`config.mk`:
```
export PLATFORM = sky130hd
export DESIGN_NAME = ptu_top
export DESIGN_NICKNAME = d
export VERILOG_FILES = /design/src/ptu_pkg.sv /design/src/ptu_tlb_if.sv /design/src/ptu_top.sv /design/src/ptu_tlb.sv
export SDC_FILE = /design/constraint.sdc
export NUM_CORES = 2
export LEC_CHECK = 0
export ABC_AREA = 1
export BUFFER_PORTS_ARGS = -buffer_cell sky130_fd_sc_hd__buf_2
export CORE_ASPECT_RATIO = 1.25
export CORE_MARGIN = 2
export CORE_UTILIZATION = 28
export CTS_CLUSTER_SIZE = 25
export DETAILED_ROUTE_END_ITERATION = 8
export PLACE_DENSITY = 0.44
export SLEW_MARGIN = 20
export SYNTH_ARGS = -nofsm -noshare
export SYNTH_HDL_FRONTEND = slang
export SYNTH_HIERARCHICAL = 1
export SYNTH_SLANG_ARGS = --single-unit
```
`constraint.sdc`:
```
create_clock -name mclk -period 5.15 [get_ports mclk]
set_input_delay 0.515 -clock mclk [delete_from_list [all_inputs] [get_ports mclk]]
set_output_delay 0.515 -clock mclk [all_outputs]
set_load 0.005 [all_outputs]
```
`src/ptu_pkg.sv`:
```
package ptu_pkg;
    // address split
    localparam int unsigned ADDR_W      = 32;
    localparam int unsigned OFF_W       = 12;
    localparam int unsigned FRAME_W     = 20;
    localparam int unsigned DIR_IDX_LSB = 22;
    localparam int unsigned TBL_IDX_LSB = 12;
    // directory and table entry bits
    localparam int unsigned BIT_P  = 0;
    localparam int unsigned BIT_RW = 1;
    localparam int unsigned BIT_US = 2;
    localparam int unsigned BIT_A  = 5;
    localparam int unsigned BIT_D  = 6;
    // page-fault error code bits
    localparam int unsigned ERR_P  = 0;
    localparam int unsigned ERR_WR = 1;
    localparam int unsigned ERR_US = 2;
    localparam logic [1:0]  CPL_USER  = 2'h3;
    localparam logic [7:0]  PF_VECTOR = 8'h0E;
    // control register selectors
    localparam logic [1:0]  CR_SEL_PFA = 2'h2;
    localparam logic [1:0]  CR_SEL_PDB = 2'h3;
    localparam logic [31:0] PFA_RST    = 32'h0000_0000;
    localparam logic [31:0] PDB_RST    = 32'h0000_0000;
    localparam logic [11:0] PDB_LOW    = 12'h000;
    // lookaside buffer geometry
    localparam int unsigned TLB_WAYS    = 4;
    localparam int unsigned TLB_SETS    = 8;
    localparam int unsigned TLB_ENTRIES = 32;
    localparam int unsigned WAY_W       = 2;
    localparam int unsigned SET_W       = 3;
    localparam int unsigned TAG_W       = 17;
    localparam int unsigned TAG_LSB     = 15;

    typedef struct packed {
        logic                valid;
        logic [TAG_W-1:0]    tag;
        logic [FRAME_W-1:0]  frame;
        logic                usr;
        logic                rw;
        logic                dirty;
    } ptu_tlb_entry_t;

    typedef enum logic [2:0] {
        ST_IDLE,
        ST_CHECK,
        ST_PDE_RD,
        ST_PDE_WR,
        ST_PTE_RD,
        ST_PTE_WR,
        ST_FILL
    } ptu_walk_st_t;

    typedef struct packed {
        ptu_walk_st_t        st;
        logic [ADDR_W-1:0]   lin;
        logic                wr;
        logic                usr;
        logic                desc;
        logic [31:0]         pde;
        logic [31:0]         pte;
        logic                eff_us;
        logic                eff_rw;
        logic                req_ready;
        logic                phys_valid;
        logic [ADDR_W-1:0]   phys_addr;
        logic                fault_valid;
        logic [7:0]          fault_vector;
        logic [15:0]         fault_error_code;
        logic                mem_req;
        logic [ADDR_W-1:0]   mem_addr;
        logic                mem_write;
        logic [31:0]         mem_wdata;
        logic                mem_lock;
        logic [ADDR_W-1:0]   pfa;
        logic [ADDR_W-1:0]   pdb;
        logic                fill;
    } ptu_state_t;
endpackage

```
`src/ptu_tlb_if.sv`:
```
`timescale 1ns/1ns
interface ptu_tlb_if;
    logic [31:0] addr;
    logic        hit;
    logic [19:0] hit_frame;
    logic        hit_us;
    logic        hit_rw;
    logic        hit_dirty;
    logic        fill;
    logic [19:0] fill_frame;
    logic        fill_us;
    logic        fill_rw;
    logic        fill_dirty;
    logic        flush;

    modport walker (
        output addr, fill, fill_frame, fill_us, fill_rw, fill_dirty, flush,
        input  hit, hit_frame, hit_us, hit_rw, hit_dirty
    );
    modport cache (
        input  addr, fill, fill_frame, fill_us, fill_rw, fill_dirty, flush,
        output hit, hit_frame, hit_us, hit_rw, hit_dirty
    );
endinterface

```
`src/ptu_top.sv`:
```
`timescale 1ns/1ns
module ptu_top (
    // clock and reset
    input  wire logic        mclk,
    input  wire logic        rst_n,
    // linear address request
    input  wire logic        req_valid,
    input  wire logic [31:0] req_lin_addr,
    input  wire logic        req_write,
    input  wire logic [1:0]  req_cpl,
    input  wire logic        req_desc,
    output logic             req_ready,
    // translation result
    output logic             phys_valid,
    output logic [31:0]      phys_addr,
    output logic             fault_valid,
    output logic [7:0]       fault_vector,
    output logic [15:0]      fault_error_code,
    // memory bus for table walks
    output logic             mem_req,
    output logic [31:0]      mem_addr,
    output logic             mem_write,
    output logic [31:0]      mem_wdata,
    output logic             mem_lock,
    input  wire logic [31:0] mem_rdata,
    input  wire logic        mem_ack,
    // control register moves
    input  wire logic        cr_wr_en,
    input  wire logic [1:0]  cr_sel,
    input  wire logic [31:0] cr_wdata,
    output logic [31:0]      page_fault_address,
    output logic [31:0]      page_directory_base
);
    ptu_pkg::ptu_state_t s_reg;
    ptu_pkg::ptu_state_t s_next;
    ptu_tlb_if           tif ();

    logic        pdb_wr;
    logic [31:0] pte_new;
    logic        viol_walk;
    logic        viol_hit;

    ptu_tlb u_tlb (
        .mclk  (mclk),
        .rst_n (rst_n),
        .tif   (tif)
    );

    // protection check shared by hit path and walk path
    function automatic logic prot_viol(input logic usr, input logic wr,
                                       input logic us_bit, input logic rw_bit);
        return usr && (!us_bit || (wr && !rw_bit));
    endfunction

    function automatic logic [15:0] err_code(input logic prot, input logic wr,
                                             input logic usr);
        logic [15:0] c;
        c = 16'h0000;
        c[ptu_pkg::ERR_P]  = prot;
        c[ptu_pkg::ERR_WR] = wr;
        c[ptu_pkg::ERR_US] = usr;
        return c;
    endfunction

    assign pdb_wr = cr_wr_en && (cr_sel == ptu_pkg::CR_SEL_PDB);

    assign tif.addr       = s_reg.lin;
    assign tif.fill       = s_reg.fill;
    assign tif.fill_frame = s_reg.pte[31:ptu_pkg::OFF_W];
    assign tif.fill_us    = s_reg.eff_us;
    assign tif.fill_rw    = s_reg.eff_rw;
    assign tif.fill_dirty = s_reg.pte[ptu_pkg::BIT_D];
    assign tif.flush      = pdb_wr;

    // combined attributes: the lower of each bit pair wins
    assign viol_walk = prot_viol(s_reg.usr, s_reg.wr,
                                 s_reg.pde[ptu_pkg::BIT_US] & mem_rdata[ptu_pkg::BIT_US],
                                 s_reg.pde[ptu_pkg::BIT_RW] & mem_rdata[ptu_pkg::BIT_RW]);
    assign viol_hit  = prot_viol(s_reg.usr, s_reg.wr, tif.hit_us, tif.hit_rw);

    always_comb begin
        pte_new = mem_rdata;
        pte_new[ptu_pkg::BIT_A] = 1'b1;
        if (s_reg.wr) begin
            pte_new[ptu_pkg::BIT_D] = 1'b1;
        end
    end

    always_comb begin
        s_next             = s_reg;
        s_next.phys_valid  = 1'b0;
        s_next.fault_valid = 1'b0;
        s_next.fill        = 1'b0;

        // software moves to the control registers
        if (pdb_wr) begin
            s_next.pdb = {cr_wdata[31:ptu_pkg::OFF_W], ptu_pkg::PDB_LOW};
        end
        if (cr_wr_en && (cr_sel == ptu_pkg::CR_SEL_PFA)) begin
            s_next.pfa = cr_wdata;
        end

        unique case (s_reg.st)
            ptu_pkg::ST_IDLE: begin
                if (req_valid) begin
                    s_next.lin       = req_lin_addr;
                    s_next.wr        = req_write;
                    s_next.desc      = req_desc;
                    // descriptor table walks count as supervisor
                    s_next.usr       = (req_cpl == ptu_pkg::CPL_USER) && !req_desc;
                    s_next.req_ready = 1'b0;
                    s_next.st        = ptu_pkg::ST_CHECK;
                end
            end
            ptu_pkg::ST_CHECK: begin
                // a clean cached page still walks on a write so dirty gets set
                if (tif.hit && (!s_reg.wr || tif.hit_dirty)) begin
                    if (viol_hit) begin
                        s_next.fault_valid      = 1'b1;
                        s_next.fault_error_code = err_code(1'b1, s_reg.wr, s_reg.usr);
                        s_next.pfa              = s_reg.lin;
                    end else begin
                        s_next.phys_valid = 1'b1;
                        s_next.phys_addr  = {tif.hit_frame,
                                             s_reg.lin[ptu_pkg::OFF_W-1:0]};
                    end
                    s_next.req_ready = 1'b1;
                    s_next.st        = ptu_pkg::ST_IDLE;
                end else begin
                    s_next.mem_req   = 1'b1;
                    s_next.mem_write = 1'b0;
                    s_next.mem_lock  = 1'b1;
                    s_next.mem_addr  = {s_reg.pdb[31:ptu_pkg::OFF_W],
                                        s_reg.lin[31:ptu_pkg::DIR_IDX_LSB], 2'h0};
                    s_next.st        = ptu_pkg::ST_PDE_RD;
                end
            end
            ptu_pkg::ST_PDE_RD: begin
                if (mem_ack) begin
                    s_next.pde = mem_rdata;
                    if (!mem_rdata[ptu_pkg::BIT_P]) begin
                        s_next.mem_req          = 1'b0;
                        s_next.mem_lock         = 1'b0;
                        s_next.fault_valid      = 1'b1;
                        s_next.fault_error_code = err_code(1'b0, s_reg.wr, s_reg.usr);
                        s_next.pfa              = s_reg.lin;
                        s_next.req_ready        = 1'b1;
                        s_next.st               = ptu_pkg::ST_IDLE;
                    end else if (!mem_rdata[ptu_pkg::BIT_A]) begin
                        // write back under the same lock as the read
                        s_next.mem_write                  = 1'b1;
                        s_next.mem_wdata                  = mem_rdata;
                        s_next.mem_wdata[ptu_pkg::BIT_A]  = 1'b1;
                        s_next.st                         = ptu_pkg::ST_PDE_WR;
                    end else begin
                        s_next.mem_write = 1'b0;
                        s_next.mem_addr  = {mem_rdata[31:ptu_pkg::OFF_W],
                                            s_reg.lin[ptu_pkg::DIR_IDX_LSB-1:
                                                      ptu_pkg::TBL_IDX_LSB], 2'h0};
                        s_next.st        = ptu_pkg::ST_PTE_RD;
                    end
                end
            end
            ptu_pkg::ST_PDE_WR: begin
                if (mem_ack) begin
                    s_next.mem_write = 1'b0;
                    s_next.mem_addr  = {s_reg.pde[31:ptu_pkg::OFF_W],
                                        s_reg.lin[ptu_pkg::DIR_IDX_LSB-1:
                                                  ptu_pkg::TBL_IDX_LSB], 2'h0};
                    s_next.st        = ptu_pkg::ST_PTE_RD;
                end
            end
            ptu_pkg::ST_PTE_RD: begin
                if (mem_ack) begin
                    s_next.pte    = pte_new;
                    s_next.eff_us = s_reg.pde[ptu_pkg::BIT_US]
                        & mem_rdata[ptu_pkg::BIT_US];
                    s_next.eff_rw = s_reg.pde[ptu_pkg::BIT_RW]
                        & mem_rdata[ptu_pkg::BIT_RW];
                    if (!mem_rdata[ptu_pkg::BIT_P] || viol_walk) begin
                        s_next.mem_req          = 1'b0;
                        s_next.mem_lock         = 1'b0;
                        s_next.fault_valid      = 1'b1;
                        s_next.fault_error_code = err_code(mem_rdata[ptu_pkg::BIT_P],
                                                           s_reg.wr, s_reg.usr);
                        s_next.pfa              = s_reg.lin;
                        s_next.req_ready        = 1'b1;
                        s_next.st               = ptu_pkg::ST_IDLE;
                    end else if (pte_new != mem_rdata) begin
                        s_next.mem_write = 1'b1;
                        s_next.mem_wdata = pte_new;
                        s_next.st        = ptu_pkg::ST_PTE_WR;
                    end else begin
                        s_next.mem_req  = 1'b0;
                        s_next.mem_lock = 1'b0;
                        s_next.fill     = 1'b1;
                        s_next.st       = ptu_pkg::ST_FILL;
                    end
                end
            end
            ptu_pkg::ST_PTE_WR: begin
                if (mem_ack) begin
                    s_next.mem_req   = 1'b0;
                    s_next.mem_write = 1'b0;
                    s_next.mem_lock  = 1'b0;
                    s_next.fill      = 1'b1;
                    s_next.st        = ptu_pkg::ST_FILL;
                end
            end
            ptu_pkg::ST_FILL: begin
                s_next.phys_valid = 1'b1;
                s_next.phys_addr  = {s_reg.pte[31:ptu_pkg::OFF_W],
                                     s_reg.lin[ptu_pkg::OFF_W-1:0]};
                s_next.req_ready  = 1'b1;
                s_next.st         = ptu_pkg::ST_IDLE;
            end
        endcase
    end

    always_ff @(posedge mclk or negedge rst_n) begin
        if (!rst_n) begin
            s_reg              <= '0;
            s_reg.st           <= ptu_pkg::ST_IDLE;
            s_reg.req_ready    <= 1'b1;
            s_reg.fault_vector <= ptu_pkg::PF_VECTOR;
            s_reg.pfa          <= ptu_pkg::PFA_RST;
            s_reg.pdb          <= ptu_pkg::PDB_RST;
        end else begin
            s_reg <= s_next;
        end
    end

    assign req_ready           = s_reg.req_ready;
    assign phys_valid          = s_reg.phys_valid;
    assign phys_addr           = s_reg.phys_addr;
    assign fault_valid         = s_reg.fault_valid;
    assign fault_vector        = s_reg.fault_vector;
    assign fault_error_code    = s_reg.fault_error_code;
    assign mem_req             = s_reg.mem_req;
    assign mem_addr            = s_reg.mem_addr;
    assign mem_write           = s_reg.mem_write;
    assign mem_wdata           = s_reg.mem_wdata;
    assign mem_lock            = s_reg.mem_lock;
    assign page_fault_address  = s_reg.pfa;
    assign page_directory_base = s_reg.pdb;
endmodule

```
`src/ptu_tlb.sv`:
```
`timescale 1ns/1ns
module ptu_tlb (
    // clock and reset
    input wire logic mclk,
    input wire logic rst_n,
    // walker side
    ptu_tlb_if.cache tif
);
    typedef struct packed {
        ptu_pkg::ptu_tlb_entry_t [ptu_pkg::TLB_ENTRIES-1:0] ent;
        logic [ptu_pkg::TLB_SETS-1:0][ptu_pkg::WAY_W-1:0]   victim;
    } ptu_tlb_state_t;

    ptu_tlb_state_t s_reg;
    ptu_tlb_state_t s_next;
    logic [ptu_pkg::TLB_WAYS-1:0] way_hit;

    function automatic logic [ptu_pkg::SET_W-1:0] set_of(input logic [31:0] a);
        return a[ptu_pkg::TBL_IDX_LSB +: ptu_pkg::SET_W];
    endfunction

    function automatic logic [ptu_pkg::TAG_W-1:0] tag_of(input logic [31:0] a);
        return a[ptu_pkg::TAG_LSB +: ptu_pkg::TAG_W];
    endfunction

    // upper 20 bits split into set index and tag, compared in all ways
    genvar w;
    generate
        for (w = 0; w < ptu_pkg::TLB_WAYS; w++) begin : g_way
            ptu_pkg::ptu_tlb_entry_t e;
            assign e = s_reg.ent[{set_of(tif.addr), 2'(w)}];
            assign way_hit[w] = e.valid && (e.tag == tag_of(tif.addr));
        end
    endgenerate

    always_comb begin
        ptu_pkg::ptu_tlb_entry_t e;
        e = '0;
        for (int i = 0; i < ptu_pkg::TLB_WAYS; i++) begin
            if (way_hit[i]) begin
                e = s_reg.ent[{set_of(tif.addr), 2'(i)}];
            end
        end
        tif.hit       = |way_hit;
        tif.hit_frame = e.frame;
        tif.hit_us    = e.usr;
        tif.hit_rw    = e.rw;
        tif.hit_dirty = e.dirty;
    end

    always_comb begin
        logic [ptu_pkg::WAY_W-1:0] way;
        logic [ptu_pkg::SET_W-1:0] set;
        way = s_reg.victim[set_of(tif.addr)];
        set = set_of(tif.addr);
        s_next = s_reg;
        for (int i = 0; i < ptu_pkg::TLB_WAYS; i++) begin
            if (way_hit[i]) begin
                way = 2'(i);
            end
        end
        if (tif.flush) begin
            // flush beats a fill in the same cycle: the fill may be stale
            for (int i = 0; i < ptu_pkg::TLB_ENTRIES; i++) begin
                s_next.ent[i].valid = 1'b0;
            end
        end else if (tif.fill) begin
            s_next.ent[{set, way}] = '{valid: 1'b1, tag: tag_of(tif.addr),
                                       frame: tif.fill_frame, usr: tif.fill_us,
                                       rw: tif.fill_rw, dirty: tif.fill_dirty};
            if (!(|way_hit)) begin
                s_next.victim[set] = s_reg.victim[set] + 2'h1;
            end
        end
    end

    always_ff @(posedge mclk or negedge rst_n) begin
        if (!rst_n) begin
            s_reg <= '0;
        end else begin
            s_reg <= s_next;
        end
    end
endmodule

```
==> metrics.md <==
| Metric | Value |
|---|---|
| Sw frac | 42.1% |
| # port buffers | 261 |
| Worst endpoint required time | 5.93 ns |
| Status | finished clean |
| Number of global-route vias before repair | 69,700 |
| Clock network fraction of design power | 29.1% |
| Filler cell count | 29,000 |
| Cell count after synthesis | 10,000 |
| Async S/R FF share, synth | 100% |
| Setup Total Neg Slack | 0 ns |
| Count of max-cap constraint violations | 0 |
| Pre-antenna DRT Iters | 6 |
| Initial Util | 28.1% |
| Critical Path Start | tif.addr[13] |
| Routed length per instance | 23.8 um |
| Gpl congestion | 0.856 |
| Endpoints failing setup | 0 |
| Combinational share of power | 35.0% |
| Root buffer cell | clkbuf_16 |
| Worst reg2reg startpoint | tif.addr[13] |
| Hold Path Origin | cr_wdata[13] |
| Pleak | 0.0465 uW |
| Number of flip-flops in the largest register | 1,328 |
| Worst-Margin Slew | 1.07 ns |
| Register area share after synthesis | 50.8% |
| CTS sink cnt | 1,565 |
| Global-route wire length before repair | 481,000 um |
| Final ANT Viol Nets | 0 |
| Total gr overflow | 0 |
| Pin count of the biggest net entering global routing | 149 |
| Vias | 70,400 |
| Layout cell share with drive strength beyond 1 | 9.60% |
| Worst-Skew Late Latency | 0.85 ns |
| Period minus WS final | 4.89 ns |
| Die height | 591 um |
| Crit path DAT | 5.67 ns |
| Part of the power in registers | 35.9% |
| P_int | 25,000 uW |
| Post-layout nets | 9,915 |
| Period utilization | 95.0% |
| Post-synth EDFFs | 0 |
| Core area | 0.274 mm2 |
| Final Power | 43,200 uW |
| Layout Skew | 0.0444 ns |
| Worst slew margin | 28.6% |
| Row count | 215 |
| F_max | 204 MHz |
| Power Density | 491 mW/mm2 |
| Final Hold Fails | 0 |
| Total CTS buffers | 175 |
| Ports | 297 |
| Avg Cell Area, Syn | 7.70 um2 |
| Final core occ | 32.1% |
| Worst-case clock buffer depth | 4 |
| Die area | 0.280 mm2 |
| Top_reg_cell synth | dfrtp_1 |
| Worst vdd ir | 299 uV |
| Iter 0 DRT Violations | 7,364 |
| Net switching power | 18,200 uW |
| WS Path Type | reg -> reg |
| Synthesized cell area | 0.0771 mm2 |
| Initial antenna violation count | 14 |
| Via density | 5.21 |
| All-layer global routing usage | 22.5% |
| Die X | 473 um |
| CTS tree | yes |
| DRC violations left | 0 |
| YS warnings | 6 |
| Clock-pin slew on the worst setup and hold paths | 0.06 ns |
| RSZ-0062 raised after global routing | false |
| DRT Wirelength | 322,000 um |
| H-tree levels | 4 |
| Min-delay worst type | in -> reg |
| Worst Setup Start Kind | flop |
| Synth Register Bits | 1,565 |
| Slew Limit Fails | 0 |
| Dpl hpwl | 186,000 um |
| CP endpoint kind | flop |
| Post-CTS sizing | 0 |
| Area growth from synthesis to layout | 14.1% |
| Unique masters post-synth | 46 |
| Critical path fanouts, max | 34 |
| Commonest non-fill, non-tap cells in the layout | nand2_1, dfrtp_1, nand3_1 |
| Commonest non-fill, non-tap cell in the layout | nand2_1 |
==> power by group through the flow <==
stage	combinational, uW	clock, uW	sequential [uW]
final	15100	12600	15500
after detailed placement	14900	0	15700
after CTS	15000	12900	15500
after floorplan	8870	0	15100
after global placement	14900	0	15700
after global routing	16200	13300	15700
==> area by class of cell <==
| cell class | count | area [um2] | area share [%] |
|---|---|---|---|
| Sequential cell | 1565 | 39200 | 44.5 |
| Multi-Input combinational cell | 7192 | 32200 | 36.7 |
| Timing Repair Buffer | 646 | 5680 | 6.46 |
| Clock buffer | 268 | 5220 | 5.94 |
| Tap cell | 3580 | 4480 | 5.09 |
| Inverter | 228 | 868 | 0.987 |
| Clock inverter | 28 | 289 | 0.328 |
| Antenna cell | 7 | 17.5 | 0.0199 |
==> through the flow <==
| step | hold WS [ns] | cell area (um2) | std cells | setup WS, ns |
|---|---|---|---|---|
| global route | 0.0477 | 88000 | 13500 | 0.0162 |
| floorplan | 0.219 | 77200 | 10100 | 1.76 |
| finish | 0.0740 | 88000 | 13500 | 0.256 |
| global placement | 0.443 | 81700 | 13100 | 0.352 |
| detailed placement | 0.452 | 81700 | 13100 | 0.317 |
| CTS | 0.00407 | 88000 | 13500 | 0.310 |
==> what timing repair did <==
item,4_1_cts,5_1_grt
buffers inserted,0,0
hold buffers,72,0
endpoints found under the hold margin,187,0
==> cells by family after synthesis <==
group           after synthesis  synth area share [%]
compound gates              616                  5.12
xor+xnor                      9                 0.102
buf+inv                    1294                  7.89
flops                      1565                  50.8
mux                          32                 0.467
other cells                   2               0.00974
simple gates               6500                  35.6
==> routing by layer <==
layer	up-vias	global-route usage [%]	share of wire [%]
met3	508	3.14	6.3
met5	-	0	0.0087
met1	35300	30.3	44
met4	6	6.64	2.9
met2	2562	37.5	47
li1	32000	-	-
==> critical path, stage by stage (launching register included) <==
cell,delay [ns]
dfrtp_4,0.56
nand2_1,0.36
nor2_4,0.41
buf_4,0.32
buf_4,0.58
buf_4,0.55
a221oi_1,0.19
nand2_1,0.17
nand2_1,0.10
nand2_1,0.12
nand2_2,0.23
nor2_4,0.20
buf_12,0.20
buf_12,0.23
buf_4,0.30
nand3_1,0.10
nand2_1,0.10
==> worst paths after layout <==
kind / endpoint / slack [ns] / depth (start not counted)
max in group asynchronous: u_tlb/s_reg[1257] / 3.28 / 3
max reg2reg: u_tlb/s_reg[575] / 0.26 / 16
min in group asynchronous: u_tlb/s_reg[170] / 0.29 / 2
max: u_tlb/s_reg[575] / 0.26 / 16
min: page_directory_base[13] / 0.07 / 3
min reg2reg: u_tlb/s_reg[350] / 0.46 / 2
==> Yosys cell counts, types with 8 or more instances <==
| master | instances | area, um2 |
|---|---|---|
| and3_1 | 24 | 150 |
| buf_1 | 83 | 312 |
| buf_4 | 203 | 1520 |
| or2_2 | 14 | 87.6 |
| nor2_2 | 8 | 50.1 |
| a21oi_1 | 71 | 355 |
| a22oi_1 | 73 | 548 |
| a21boi_0 | 11 | 82.6 |
| dfrtp_1 | 1564 | 39100 |
| o21ai_1 | 51 | 255 |
| mux2_2 | 32 | 360 |
| clkbuf_1 | 421 | 1580 |
| o211ai_1 | 24 | 180 |
| xor2_1 | 8 | 70.1 |
| o22ai_1 | 74 | 463 |
| or4_1 | 17 | 128 |
| nor2_1 | 188 | 706 |
| nand4_1 | 678 | 4240 |
| a221oi_1 | 76 | 666 |
| o21ai_0 | 175 | 876 |
| nand2_1 | 4665 | 17500 |
| inv_2 | 10 | 37.5 |
| inv_1 | 217 | 815 |
| nand3_1 | 878 | 4390 |
| buf_2 | 357 | 1790 |
| nor3_1 | 9 | 45.0 |
| a22o_1 | 40 | 350 |
(Power assumes the default switching activity.)
